--- src/core/cmp_event_defs.vh ---
`ifndef CMP_EVENT_DEFS_VH
`define CMP_EVENT_DEFS_VH

// Register bus geometry
`define CMP_ADDR_W 4
`define CMP_DATA_W 8

// Register offsets
`define CMP_OFS_CTRL 4'h0
`define CMP_OFS_MODE 4'h1
`define CMP_OFS_SRC 4'h2
`define CMP_OFS_EVT_STATUS 4'h3
`define CMP_OFS_EVT_MASK 4'h4

// Control register fields
`define CMP_CTRL_ENABLE 7
`define CMP_CTRL_RESULT 6
`define CMP_CTRL_RISE_FLAG 5
`define CMP_CTRL_FALL_FLAG 4

// Mode register fields
`define CMP_MODE_RISE_IE 5
`define CMP_MODE_FALL_IE 4
`define CMP_MODE_SEL_HI 1
`define CMP_MODE_SEL_LO 0

// Source register field
`define CMP_SRC_ENABLE 0

// Event status and mask fields
`define CMP_EVT_RISE 0
`define CMP_EVT_FALL 1
`define CMP_EVT_NUM 2

// Reset values
`define CMP_RST_ENABLE 1'b0
`define CMP_RST_RISE_IE 1'b0
`define CMP_RST_FALL_IE 1'b0
`define CMP_RST_MODE 2'h0
`define CMP_RST_SRC 1'b0
`define CMP_RST_EVT_MASK 2'h0
`define CMP_RST_RDATA 8'h00
`define CMP_RST_FLAG 1'b0
`define CMP_RST_SHUTDOWN 1'b1
`define CMP_RST_INT 1'b0

// Response time settings
`define CMP_MODE_FASTEST 2'h0
`define CMP_MODE_LOW_POWER 2'h3

`endif

--- src/core/cmp_sync2.v ---
`timescale 1ns/1ps

// Two-stage synchroniser for an asynchronous level
module cmp_sync2
(
  input wire ref_clk,
  input wire srst,
  input wire async_in,
  output reg sync_out
);

  reg meta;

  // First stage is read only by the second stage
  always @(posedge ref_clk)
  begin
    if (srst)
    begin
      meta <= 1'b0;
      sync_out <= 1'b0;
    end
    else
    begin
      meta <= async_in;
      sync_out <= meta;
    end
  end

endmodule

--- src/core/cmp_edge_detect.v ---
`timescale 1ns/1ps

// Edge detector on successive samples of a synchronous level
module cmp_edge_detect
(
  input wire ref_clk,
  input wire srst,
  input wire level,
  output wire rise,
  output wire fall
);

  reg prev;

  // Previous sample of the level
  always @(posedge ref_clk)
  begin
    if (srst)
      prev <= 1'b0;
    else
      prev <= level;
  end

  // One-cycle pulses on a change between cycles
  assign rise = level & ~prev;
  assign fall = ~level & prev;

endmodule

--- src/core/cmp_output_event.v ---
`timescale 1ns/1ps
`include "cmp_event_defs.vh"

// Function
// - Enabled: result high when plus exceeds minus
// - Disabled: result forced low
// - Result synchronised to system clock
// - Latched result readable, interrupt source, pin
// - Raw unsynchronised result for wake, reset, pin
// - Separate rising and falling edge flags
// - Flags set regardless of interrupt enables
// - Flags stay set until software clears
// - Separate rise and fall interrupt enables
// - Processor request needs source and global enable; irq needs neither
// - Four response time settings selectable
// - Disabled comparator enters shutdown state
module cmp_output_event
(
  input wire ref_clk,
  input wire srst,
  input wire cmp_analog,
  input wire global_int_en,
  input wire [`CMP_ADDR_W-1:0] reg_addr,
  input wire [`CMP_DATA_W-1:0] reg_wdata,
  input wire reg_wr,
  input wire reg_rd,
  output reg [`CMP_DATA_W-1:0] reg_rdata,
  output wire cmp_raw_out,
  output wire cmp_latched_out,
  output reg cmp_shutdown,
  output reg [1:0] cmp_resp_mode,
  output reg cmp_int_req,
  output reg irq
);

  // Control and mode state
  reg cmp_enable;
  reg rise_edge_flag;
  reg fall_edge_flag;
  reg rise_int_enable;
  reg fall_int_enable;
  reg [1:0] mode_sel;
  reg src_enable;
  reg [`CMP_EVT_NUM-1:0] evt_status;
  reg [`CMP_EVT_NUM-1:0] evt_mask;

  wire sync_result;
  wire rise_pulse;
  wire fall_pulse;
  wire [`CMP_EVT_NUM-1:0] evt_pulse;
  wire wr_ctrl;
  wire wr_mode;
  wire wr_src;
  wire wr_mask;
  wire rd_status;
  reg [`CMP_DATA_W-1:0] next_rdata;
  reg next_int_req;
  reg next_enable;
  reg next_rise_flag;
  reg next_fall_flag;
  reg next_rise_ie;
  reg next_fall_ie;
  reg [1:0] next_mode_sel;
  reg next_src_enable;
  reg [`CMP_EVT_NUM-1:0] next_evt_mask;
  reg [`CMP_EVT_NUM-1:0] next_evt_status;
  reg next_shutdown;
  reg [1:0] next_resp_mode;
  reg next_irq;
  wire clr_rise;
  wire clr_fall;
  reg [`CMP_DATA_W-1:0] ctrl_word;
  reg [`CMP_DATA_W-1:0] mode_word;
  reg [`CMP_DATA_W-1:0] src_word;
  reg [`CMP_DATA_W-1:0] status_word;
  reg [`CMP_DATA_W-1:0] mask_word;

  // Address match for a strobe
  function hit;
    input [`CMP_ADDR_W-1:0] addr;
    input [`CMP_ADDR_W-1:0] ofs;
    input strobe;
    begin
      hit = strobe & (addr == ofs);
    end
  endfunction

  assign wr_ctrl = hit(reg_addr, `CMP_OFS_CTRL, reg_wr);
  assign wr_mode = hit(reg_addr, `CMP_OFS_MODE, reg_wr);
  assign wr_src = hit(reg_addr, `CMP_OFS_SRC, reg_wr);
  assign wr_mask = hit(reg_addr, `CMP_OFS_EVT_MASK, reg_wr);
  assign rd_status = hit(reg_addr, `CMP_OFS_EVT_STATUS, reg_rd);

  // Raw result gated by enable; works without the clock
  assign cmp_raw_out = cmp_enable & cmp_analog;

  // Latched result for all clocked consumers
  cmp_sync2 u_sync
  (
    .ref_clk(ref_clk),
    .srst(srst),
    .async_in(cmp_raw_out),
    .sync_out(sync_result)
  );

  assign cmp_latched_out = sync_result;

  // Edge pulses from the latched result
  cmp_edge_detect u_edge
  (
    .ref_clk(ref_clk),
    .srst(srst),
    .level(sync_result),
    .rise(rise_pulse),
    .fall(fall_pulse)
  );

  assign evt_pulse = {fall_pulse, rise_pulse};

  // Flag clears: a written zero acknowledges the edge
  assign clr_rise = wr_ctrl & ~reg_wdata[`CMP_CTRL_RISE_FLAG];
  assign clr_fall = wr_ctrl & ~reg_wdata[`CMP_CTRL_FALL_FLAG];

  // Next control state; an edge beats a clearing write
  always @*
  begin
    next_enable = cmp_enable;
    next_rise_flag = rise_edge_flag;
    next_fall_flag = fall_edge_flag;
    if (wr_ctrl)
      next_enable = reg_wdata[`CMP_CTRL_ENABLE];
    if (rise_pulse)
      next_rise_flag = 1'b1;
    else if (clr_rise)
      next_rise_flag = 1'b0;
    if (fall_pulse)
      next_fall_flag = 1'b1;
    else if (clr_fall)
      next_fall_flag = 1'b0;
  end

  // Control register: enable and sticky edge flags
  always @(posedge ref_clk)
  begin
    if (srst)
    begin
      cmp_enable <= `CMP_RST_ENABLE;
      rise_edge_flag <= `CMP_RST_FLAG;
      fall_edge_flag <= `CMP_RST_FLAG;
    end
    else
    begin
      cmp_enable <= next_enable;
      rise_edge_flag <= next_rise_flag;
      fall_edge_flag <= next_fall_flag;
    end
  end

  // Next mode state, loaded by a mode write
  always @*
  begin
    next_rise_ie = rise_int_enable;
    next_fall_ie = fall_int_enable;
    next_mode_sel = mode_sel;
    if (wr_mode)
    begin
      next_rise_ie = reg_wdata[`CMP_MODE_RISE_IE];
      next_fall_ie = reg_wdata[`CMP_MODE_FALL_IE];
      next_mode_sel = reg_wdata[`CMP_MODE_SEL_HI:`CMP_MODE_SEL_LO];
    end
  end

  // Mode register: interrupt enables and response time
  always @(posedge ref_clk)
  begin
    if (srst)
    begin
      rise_int_enable <= `CMP_RST_RISE_IE;
      fall_int_enable <= `CMP_RST_FALL_IE;
      mode_sel <= `CMP_RST_MODE;
    end
    else
    begin
      rise_int_enable <= next_rise_ie;
      fall_int_enable <= next_fall_ie;
      mode_sel <= next_mode_sel;
    end
  end

  // Next source enable and event mask
  always @*
  begin
    next_src_enable = src_enable;
    next_evt_mask = evt_mask;
    if (wr_src)
      next_src_enable = reg_wdata[`CMP_SRC_ENABLE];
    if (wr_mask)
      next_evt_mask = reg_wdata[`CMP_EVT_NUM-1:0];
  end

  // Interrupt source enable and event mask
  always @(posedge ref_clk)
  begin
    if (srst)
    begin
      src_enable <= `CMP_RST_SRC;
      evt_mask <= `CMP_RST_EVT_MASK;
    end
    else
    begin
      src_enable <= next_src_enable;
      evt_mask <= next_evt_mask;
    end
  end

  // Sticky event status, cleared by a read; set wins
  genvar i;
  generate
    for (i = 0; i < `CMP_EVT_NUM; i = i + 1)
    begin : g_evt
      // Next status bit of one event
      always @*
      begin
        if (evt_pulse[i])
          next_evt_status[i] = 1'b1;
        else if (rd_status)
          next_evt_status[i] = 1'b0;
        else
          next_evt_status[i] = evt_status[i];
      end

      // Status bit register
      always @(posedge ref_clk)
      begin
        if (srst)
          evt_status[i] <= `CMP_RST_FLAG;
        else
          evt_status[i] <= next_evt_status[i];
      end
    end
  endgenerate

  // Processor request from enabled flags
  always @*
  begin
    next_int_req = ((rise_edge_flag & rise_int_enable) |
                    (fall_edge_flag & fall_int_enable)) &
                   src_enable & global_int_en;
  end

  // Next analog-side controls and level interrupt
  always @*
  begin
    next_shutdown = ~cmp_enable;
    next_resp_mode = mode_sel;
    next_irq = |(evt_status & evt_mask);
  end

  // Analog-side controls and interrupt outputs
  always @(posedge ref_clk)
  begin
    if (srst)
    begin
      cmp_shutdown <= `CMP_RST_SHUTDOWN;
      cmp_resp_mode <= `CMP_RST_MODE;
      cmp_int_req <= `CMP_RST_INT;
      irq <= `CMP_RST_INT;
    end
    else
    begin
      cmp_shutdown <= next_shutdown;
      cmp_resp_mode <= next_resp_mode;
      cmp_int_req <= next_int_req;
      irq <= next_irq;
    end
  end

  // Control word; the result bit is read-only
  always @*
  begin
    ctrl_word = `CMP_RST_RDATA;
    ctrl_word[`CMP_CTRL_ENABLE] = cmp_enable;
    ctrl_word[`CMP_CTRL_RESULT] = sync_result;
    ctrl_word[`CMP_CTRL_RISE_FLAG] = rise_edge_flag;
    ctrl_word[`CMP_CTRL_FALL_FLAG] = fall_edge_flag;
  end

  // Mode word
  always @*
  begin
    mode_word = `CMP_RST_RDATA;
    mode_word[`CMP_MODE_RISE_IE] = rise_int_enable;
    mode_word[`CMP_MODE_FALL_IE] = fall_int_enable;
    mode_word[`CMP_MODE_SEL_HI:`CMP_MODE_SEL_LO] = mode_sel;
  end

  // Source word
  always @*
  begin
    src_word = `CMP_RST_RDATA;
    src_word[`CMP_SRC_ENABLE] = src_enable;
  end

  // Event status and mask words
  always @*
  begin
    status_word = `CMP_RST_RDATA;
    status_word[`CMP_EVT_NUM-1:0] = evt_status;
    mask_word = `CMP_RST_RDATA;
    mask_word[`CMP_EVT_NUM-1:0] = evt_mask;
  end

  // Read data mux; unmapped offsets read zero
  always @*
  begin
    next_rdata = `CMP_RST_RDATA;
    case (reg_addr)
      `CMP_OFS_CTRL:
        next_rdata = ctrl_word;
      `CMP_OFS_MODE:
        next_rdata = mode_word;
      `CMP_OFS_SRC:
        next_rdata = src_word;
      `CMP_OFS_EVT_STATUS:
        next_rdata = status_word;
      `CMP_OFS_EVT_MASK:
        next_rdata = mask_word;
      default:
        next_rdata = `CMP_RST_RDATA;
    endcase
  end

  // Read data valid only in the cycle after the strobe
  always @(posedge ref_clk)
  begin
    if (srst)
      reg_rdata <= `CMP_RST_RDATA;
    else if (reg_rd)
      reg_rdata <= next_rdata;
    else
      reg_rdata <= `CMP_RST_RDATA;
  end

endmodule

--- config.mk ---
export PLATFORM = sky130hd
export DESIGN_NAME = cmp_output_event
export DESIGN_NICKNAME = d
export VERILOG_FILES = /design/src/core/cmp_sync2.v /design/src/core/cmp_edge_detect.v /design/src/core/cmp_output_event.v
export VERILOG_INCLUDE_DIRS = /design/src /design/src/core
export SDC_FILE = /design/constraint.sdc
export NUM_CORES = 1
export LEC_CHECK = 0
export BUFFER_PORTS_ARGS = -buffer_cell sky130_fd_sc_hd__buf_2
export CORE_UTILIZATION = 44
export CTS_CLUSTER_SIZE = 16
export DETAILED_ROUTE_END_ITERATION = 16
export HOLD_SLACK_MARGIN = 0.06
export MAX_ROUTING_LAYER = met4
export PLACE_DENSITY = 0.82
export SETUP_SLACK_MARGIN = 0.2
export SLEW_MARGIN = 30
export SYNTH_ARGS = -nofsm -noshare
export SYNTH_HDL_FRONTEND = slang
export SYNTH_SLANG_ARGS = --single-unit
export TNS_END_PERCENT = 10
--- constraint.sdc ---
create_clock -name ref_clk -period 1.2 [get_ports ref_clk]
set_input_delay 0.06 -clock ref_clk [delete_from_list [all_inputs] [get_ports ref_clk]]
set_output_delay 0.06 -clock ref_clk [all_outputs]
set_load 0.01 [all_outputs]
Word level (Yosys, flattened, before mapping)
Cells that the tools add are included.

operators by class
  equal/unequal tests = 4
  mux-type cells = 8
  bitwise operators = 22
  reductions and logical operators = 7

operators by type and width
  cell                                                 number
  one-hot mux 8 bit (5 select lines)                   1
  AND 1 bit                                            14
  equality test 4 x 2 -> 1 bit, second input constant  2
  nonzero test 2 bit                                   4
  2-to-1 mux 1 bit                                     7
  NOT 1 bit                                            6
  equality test 4 x 1 -> 1 bit, second input constant  1
  equality test 4 x 3 -> 1 bit, second input constant  1
  logical NOT 4 bit                                    1
  OR reduction 2 bit                                   2
  AND 2 bit                                            1
  bitwise OR 1 bit                                     1

storage, ports and cells
  bits in registers = 28
  bits of input ports = 18
  output and inout bits = 15
  word-level logic and storage cells = 59

Depth between registers and ports, before layout
Gate-level depths: netlist of run 1.

  depth after elaboration = 5
  depth in mapped cells = 4
  mapped depth without buffers = 3

Hierarchy
From an unflattened synthesis of run 1, not the netlist that was laid out.

second synthesis, totals
  cell total of the unflattened synthesis = 106
  area total of the unflattened synthesis = 1,089.8 sq um

modules (own cells, without submodules)
  module            instances  cells an instance  area each (sq um)  sequential area each (sq um)
  cmp_output_event  1          98                 998.5              460.4
  cmp_sync2         1          4                  52.6               40.0
  cmp_edge_detect   1          4                  38.8               20.0

Worst setup path before layout of run 1
OpenSTA, ideal clock, no wires.

  kind = input to register
  from = input port reg_addr[3]
  to = register fall_int_enable
  library setup time = 0.072 ns
  arrival time = 1.049 ns
  data required time = 1.128 ns
  path slack = 0.079 ns
  cell stages on the path = 4
  path buffers = 1
  cells stage by stage = or3b_1 -> buf_2 -> nor3b_4 -> mux2i_1

on the way
  word-level cells in the longest chain between the ends = 2

ends and longest elaborated chain
  element                       RTL line                text
  from (decl)                   cmp_output_event.v:23   input wire [`CMP_ADDR_W-1:0] reg_addr,
  equality test 4 x 1 -> 1 bit  cmp_output_event.v:84   hit = strobe & (addr == ofs);
  AND 1 bit                     cmp_output_event.v:84
  to (signal assigned)          cmp_output_event.v:179  fall_int_enable <= `CMP_RST_FALL_IE;
  to (signal assigned)          cmp_output_event.v:185  fall_int_enable <= next_fall_ie;
  to (decl)                     cmp_output_event.v:41   reg fall_int_enable;

Every way passes these cells.
A chain may end at the register's enable or synchronous reset.

Worst setup path in the final report of run 1
  from = register src_enable
  to = register reg_rdata[0]

on the way
  word-level cells in the longest chain between the ends = 1

ends and longest elaborated chain
  element                             RTL line                text
  from (decl)                         cmp_output_event.v:43   reg src_enable;
  from (signal assigned)              cmp_output_event.v:206  src_enable <= `CMP_RST_SRC;
  from (signal assigned)              cmp_output_event.v:211  src_enable <= next_src_enable;
  one-hot mux 8 bit (5 select lines)  cmp_output_event.v:317  case (reg_addr)
  to (signal assigned)                cmp_output_event.v:337  reg_rdata <= `CMP_RST_RDATA;
  to (signal assigned)                cmp_output_event.v:339  reg_rdata <= next_rdata;
  to (signal assigned)                cmp_output_event.v:341  reg_rdata <= `CMP_RST_RDATA;
  to (decl)                           cmp_output_event.v:27   output reg [`CMP_DATA_W-1:0] reg_rdata,

Every way passes these cells.

==> results.yml, run 1 <==
outcome:
  outcome: "finished, final reports clean"
sta:
  slew_violations: 0
  rsz0062_at_grt: "yes"
  max_freq_ghz: 0.962
  finClkSkew_ns: 0.00500
  post-route-min-period_ns: 1.04
  holdWs_ns: 0.0790
  fin_setup_tns_ns: 0
  final_hold_viol_count: 0
  final.period_utilization_pct: 86.6
  final-setup-viol-count: 0
detailed_routing:
  ant_nets: 0
  vias_per_cell: 5.12
  drt_pass1_iterations: 4
  finalWirelength_um: 2230
  vias: 891
  wl_per_cell_um: 12.8
  dr.first_iter.drc_count: 20
  drc_errors: 0
setup_path:
  r2r-start: "src_enable"
  crit_path_end_kind: "flip-flop"
  crit_type: "flip-flop to flip-flop"
  crit_path_max_fanout: 2
  crit_start: "src_enable"
  cp.arrival_ns: 1.27
  start_kind: "flip-flop"
  worstPathRequired_ns: 1.43
global_routing:
  grt_pass1_wl_um: 3590
  grt_pass1_vias: 838
  grt_max_degree: 22
  antenna_found_initial: 0
  grtUsageTotal_pct: 19.8
  grt.overflow.total: 0
hold_path:
  hold_path.class: "primary input to flip-flop"
  worstHoldStart: "reg_addr[0]"
logic_synthesis:
  synthSimpleGateAreaFrac_pct: 25.0
  postSynthCellCount: 104
  synthArstFlopShare_pct: 0
  synthAdderAreaFrac_pct: 0
  yosysUniqueCellTypes: 27
  syn_area_sq_mm: 0.00105
  synth_seq_area_share_pct: 49.8
  muxShareOfSynthArea_pct: 11.6
  ys_seq_elements: 26
  synth_compound_area_share_pct: 8.61
  synthXorXnorAreaFrac_pct: 0
  synth_top_family_by_area: "simple AND/OR/NAND/NOR gates"
  avgSynthCellArea_sq_um: 10.1
  synth_edf_count: 0
  ys_warn_count: 0
  yosys_most_used_dff: "dfxtp_1"
clocking:
  insertion_delay_ns: 0.32
  cts_sinks: 26
  cts_buffers: 3
  path_clk_slew_ns: 0.14
  htree_levels: 1
  cts_tree: "done"
  root_buffer: "clkbuf_4"
  cts_buffer_depth: 2
placement:
  place_congestion: 0.828
  place_hpwl_um: 1590
  place.port_buffers: 27
  dp_cells: 160
pwr:
  power_density_mw_per_mm2: 1060
  finalPower_mw: 1.46
  ir_drop_uv: 678
  leakagePower_nw: 0.587
die:
  ios: 33
  dieHeight_um: 50.8
  rows: 17
  die_w_um: 50.8
  core_sq_mm: 0.00223
  dieArea_sq_mm: 0.00258
  start_util_pct: 46.8
cells_and_area:
  drive_above_1_share_pct: 30.8
  layout_commonest_cell: "buf_2"
  fin_cells: 174
  most-common-layout-cells: "buf_2 (27), dfxtp_1 (24), nand2b_1 (16), mux2i_1 (11)"
  area_growth_pct: 32.4
  diodes: 0
  final_nets: 165
flow_run:
  drv_cap: 0
==> cell usage after synthesis, types with 3 or more instances <==
library cell  number  share of area [%]
nor2_1             5                1.8
nor3b_1            4                2.9
buf_2              3                1.4
nand2b_1          16                9.6
clkbuf_1           3                1.1
a21oi_1            4                1.9
nor2b_1            5                3.0
dfxtp_1           26                 50
nor3_1             3                1.4
mux2i_1           11                 11
o31ai_1            4                2.9
==> path summary, 6_finish.rpt <==
kind / end / slack, ns / cells after the start
worst max-delay path: reg_rdata[0] / 0.16 / 3
worst min-delay path: reg_rdata[1] / 0.08 / 3
worst max register to register: reg_rdata[0] / 0.16 / 3
worst min register to register: cmp_shutdown / 0.45 / 1
==> repair_timing <==
action	4_1_cts	5_1_grt
hold buffers	9	0
pin swaps	2	0
hold endpoints to repair	11	0
setup endpoints to repair	2	3
resized for setup	4	0
setup buffers	1	0
==> area by class of cell <==
cell class	count	area [sq um]
clock buffers	4	36.3
fillers	186	848
inverters	2	7.51
multi-input cells	69	490
flip-flops and latches	26	523
well taps	28	35.0
repair buffers	45	293
==> metrics by stage <==
| step | area (sq um) | setup slack [ns] | utilization [%] |
|---|---|---|---|
| floorplan | 1050 | 0.0974 | - |
| global placement | 1240 | -0.0269 | 55.5 |
| finish | 1390 | 0.161 | 62.0 |
| detailed placement | 1240 | -0.0715 | 55.5 |
| CTS | 1390 | 0.179 | 62.0 |
| global route | 1390 | 0.116 | 62.0 |
==> per-layer routing <==
layer	GRT usage (%)	up-vias	share of wire, %
met1	23.9	421	46
met2	30.7	29	48
met5	-	-	0
met3	1.82	6	3.4
li1	-	435	-
met4	14.8	0	3.3
==> state kept, by name, summed over array words and instances, names as in the netlist <==
| signal | flops |
|---|---|
| cmp_enable | 1 |
| cmp_int_req | 1 |
| cmp_resp_mode | 2 |
| cmp_shutdown | 1 |
| evt_mask | 2 |
| evt_status | 2 |
| fall_edge_flag | 1 |
| fall_int_enable | 1 |
| irq | 1 |
| mode_sel | 2 |
| reg_rdata | 6 |
| rise_edge_flag | 1 |
| rise_int_enable | 1 |
| src_enable | 1 |
| u_edge.prev | 1 |
| u_sync.meta | 1 |
| u_sync.sync_out | 1 |
==> cells by family after synthesis <==
group | after synthesis
AO/OA/AOI/OAI | 13
buffers and inverters | 10
flip-flops | 26
multiplexers | 12
other | 1
AND/OR/NAND/NOR | 42
==> worst max-delay path: stages (launching register included) <==
cell and delay [ns]:
dfxtp_1 0.34, mux2_4 0.27, a221oi_2 0.25, nor3_1 0.08
==> power by group <==
group          total, mW  internal (mW)  leakage (nW)  switching (mW)
logic              0.149         0.0794         0.355          0.0692
registers          0.872          0.869         0.211         0.00321
clock network      0.443          0.186        0.0210           0.257
Note: power is estimated with default switching activity, not from simulation.
==> run 2: changes to the inputs <==
Settings changed: ABC_AREA set to 1.
==> run 2 against run 1 <==
Against the previous run: the run now ends with hold timing left; wire length increased by 2.0%; utilization decreased by 3.4 points; sequential power about the same; worst setup slack improved by 0.084 ns; flip-flop and latch count unchanged; global-route usage decreased by 0.27 points; largest cell class unchanged; highest routed layer unchanged.
==> results.yml, run 2 <==
pwr:
  switchingPower_mw: 0.313
  p_sw_share_pct: 23.2
  intPower_mw: 1.04
  leakagePower_nw: 0.635
  power_density_mw_per_mm2: 1030
  ir_drop_uv: 552
  power.share.combinational_pct: 9.5
  p_clk_share_pct: 25.7
  power_frac_seq_pct: 64.8
setup_path:
  start_kind: "flip-flop"
  crit_type: "flip-flop to primary output"
  worstPathRequired_ns: 1.14
  r2r_slack_ns: 0.26
  cp.arrival_ns: 0.90
  rr_endpoint: "rise_edge_flag"
  r2r-start: "u_sync.sync_out"
  crit_path_max_fanout: 4
  reg2regPathDepth: 3
  crit_path_end_kind: "primary output"
sta:
  holdWs_ns: -0.0197
  final-setup-viol-count: 0
  rsz0062_at_grt: "no"
  final.period_utilization_pct: 79.6
  fin_setup_tns_ns: 0
  finClkSkew_ns: 0.00187
  slew_violations: 0
  final_hold_viol_count: 1
  post-route-min-period_ns: 0.955
  max_freq_ghz: 1.05
global_routing:
  grt_pass1_wl_um: 3740
  grtUsageTotal_pct: 19.6
  grt.overflow.total: 0
  grt_max_degree: 14
  antenna_found_initial: 0
  grt_pass1_vias: 936
detailed_routing:
  wl_per_cell_um: 11.1
  ant_nets: 0
  finalWirelength_um: 2270
  dr.first_iter.drc_count: 18
  drt_pass1_iterations: 4
  vias_per_cell: 4.99
  vias: 1023
  drc_errors: 0
die:
  start_util_pct: 47.4
  core_sq_mm: 0.00223
  die_w_um: 51.1
  dieHeight_um: 51.1
  rows: 17
  ios: 33
  dieArea_sq_mm: 0.00261
clocking:
  cts_buffer_depth: 2
  path_clk_slew_ns: 0.12
  cts_sinks: 26
  root_buffer: "clkbuf_4"
  cts_buffers: 3
  cts_hold_buf: 6
  cts_tree: "done"
  insertion_delay_ns: 0.31
  htree_levels: 1
hold_path:
  whs_endpoint: "u_sync.meta"
  hold_depth: 3
  worstHoldStart: "cmp_analog"
  hold_path.class: "primary input to flip-flop"
outcome:
  outcome: "finished with violations"
  violations: "hold timing"
logic_synthesis:
  avgSynthCellArea_sq_um: 7.45
  yosys_most_used_dff: "dfxtp_1"
  postSynthCellCount: 142
  synth_seq_area_share_pct: 49.2
  ys_seq_elements: 26
  syn_area_sq_mm: 0.00106
  ys_warn_count: 0
  yosysUniqueCellTypes: 17
  synth_edf_count: 0
  netlist.area_leader.share_pct: 49.2
  netlist_top_cells_count: "nand2_1 (37), dfxtp_1 (26), nor2_1 (22), inv_1 (17), nand4_1 (10)"
  synthArstFlopShare_pct: 0
  synth_largest_area_cell: "dfxtp_1"
  synth.area.top_cells: "dfxtp_1 (49%), nand2_1 (13%), nor2_1 (7.8%)"
  synthMostInstantiatedCell: "nand2_1"
placement:
  place_congestion: 0.790
  place_hpwl_um: 1650
  place.port_buffers: 27
cells_and_area:
  regMostFlops: "reg_rdata"
  area_growth_pct: 23.8
  final_nets: 197
  drive_above_1_share_pct: 24.3
  diodes: 0
  most-common-layout-cells: "nand2_1 (36), buf_2 (26), dfxtp_1 (25), nor2_1 (22), inv_1 (16)"
  layout_commonest_cell: "nand2_1"
  largest_reg_flops: 6
flow_run:
  drv_cap: 0
run 2: layer usage:
metal,share of wire [%],up-vias,wire (um),global-route usage [%]
li1,-,506,-,-
met1,41,469,939,21.5
met2,51,38,1150,34.9
met3,4.8,10,108,3.87
met4,3.1,0,70,6.94
met5,0,-,0,-
run 2: what timing repair did:
action / in CTS / in global routing
pin swaps: 0 / 1
gates resized for setup: 1 / 3
endpoints found under the setup margin: 1 / 1
buffers inserted: 0 / 1
hold endpoints to repair: 10 / 1
run 2: power by group through the flow:
stage / Sequential (mW) / Clock [mW] / Combinational [mW]
6_report: 0.875 / 0.347 / 0.129
5_1_grt: 0.876 / 0.386 / 0.143
4_1_cts: 0.875 / 0.362 / 0.126
3_5_place_dp: 0.894 / 0 / 0.111
3_3_place_gp: 0.894 / 0 / 0.108
2_1_floorplan: 0.894 / 0 / 0.0655
run 2: layout make-up:
type | count | area [sq um]
clock buffer | 3 | 22.5
fill | 200 | 923
inverter | 20 | 75.1
multi-input combinational | 92 | 432
sequential | 26 | 522
tap | 28 | 35.0
timing repair buffer | 36 | 224
run 2: cells by family (layout without fill, tap and decap cells):
| group | after synthesis | after routing | share of synthesized area (%) |
|---|---|---|---|
| buf+inv | 25 | 59 | 10.6 |
| simple gates | 81 | 81 | 35.6 |
| other cells | 1 | 2 | 0.354 |
| compound gates | 9 | 9 | 4.26 |
| flops | 26 | 26 | 49.2 |
run 2: worst max-delay path by stage:
| stage | start | to | slack, ns |
|---|---|---|---|
| global route | cmp_enable | cmp_raw_out | 0.19 |
| CTS | cmp_enable | cmp_raw_out | 0.21 |
| detailed placement | reg_addr[3] | cmp_enable | 0.19 |
| finish | cmp_enable | cmp_raw_out | 0.24 |
| floorplan | u_sync.sync_out | evt_status[0] | 0.30 |
| global placement | reg_addr[3] | cmp_enable | 0.21 |
run 2: worst max-delay path, cell delays in order (launching register included):
cell     delay (ns)
dfxtp_2        0.38
nand2_2        0.07
inv_2          0.05
buf_6          0.09
run 2: per-stage QoR:
step                worst slack [ns]  instance area [sq um]  instances  power, mW  util, %
CTS                            0.214                   1290        204       1.36     57.9
global placement               0.212                   1210        195       1.00     54.2
finish                         0.245                   1310        205       1.35     58.7
global route                   0.186                   1310        205       1.41     58.7
floorplan                      0.296                   1060        143      0.959        -
detailed placement             0.186                   1210        195       1.00     54.2
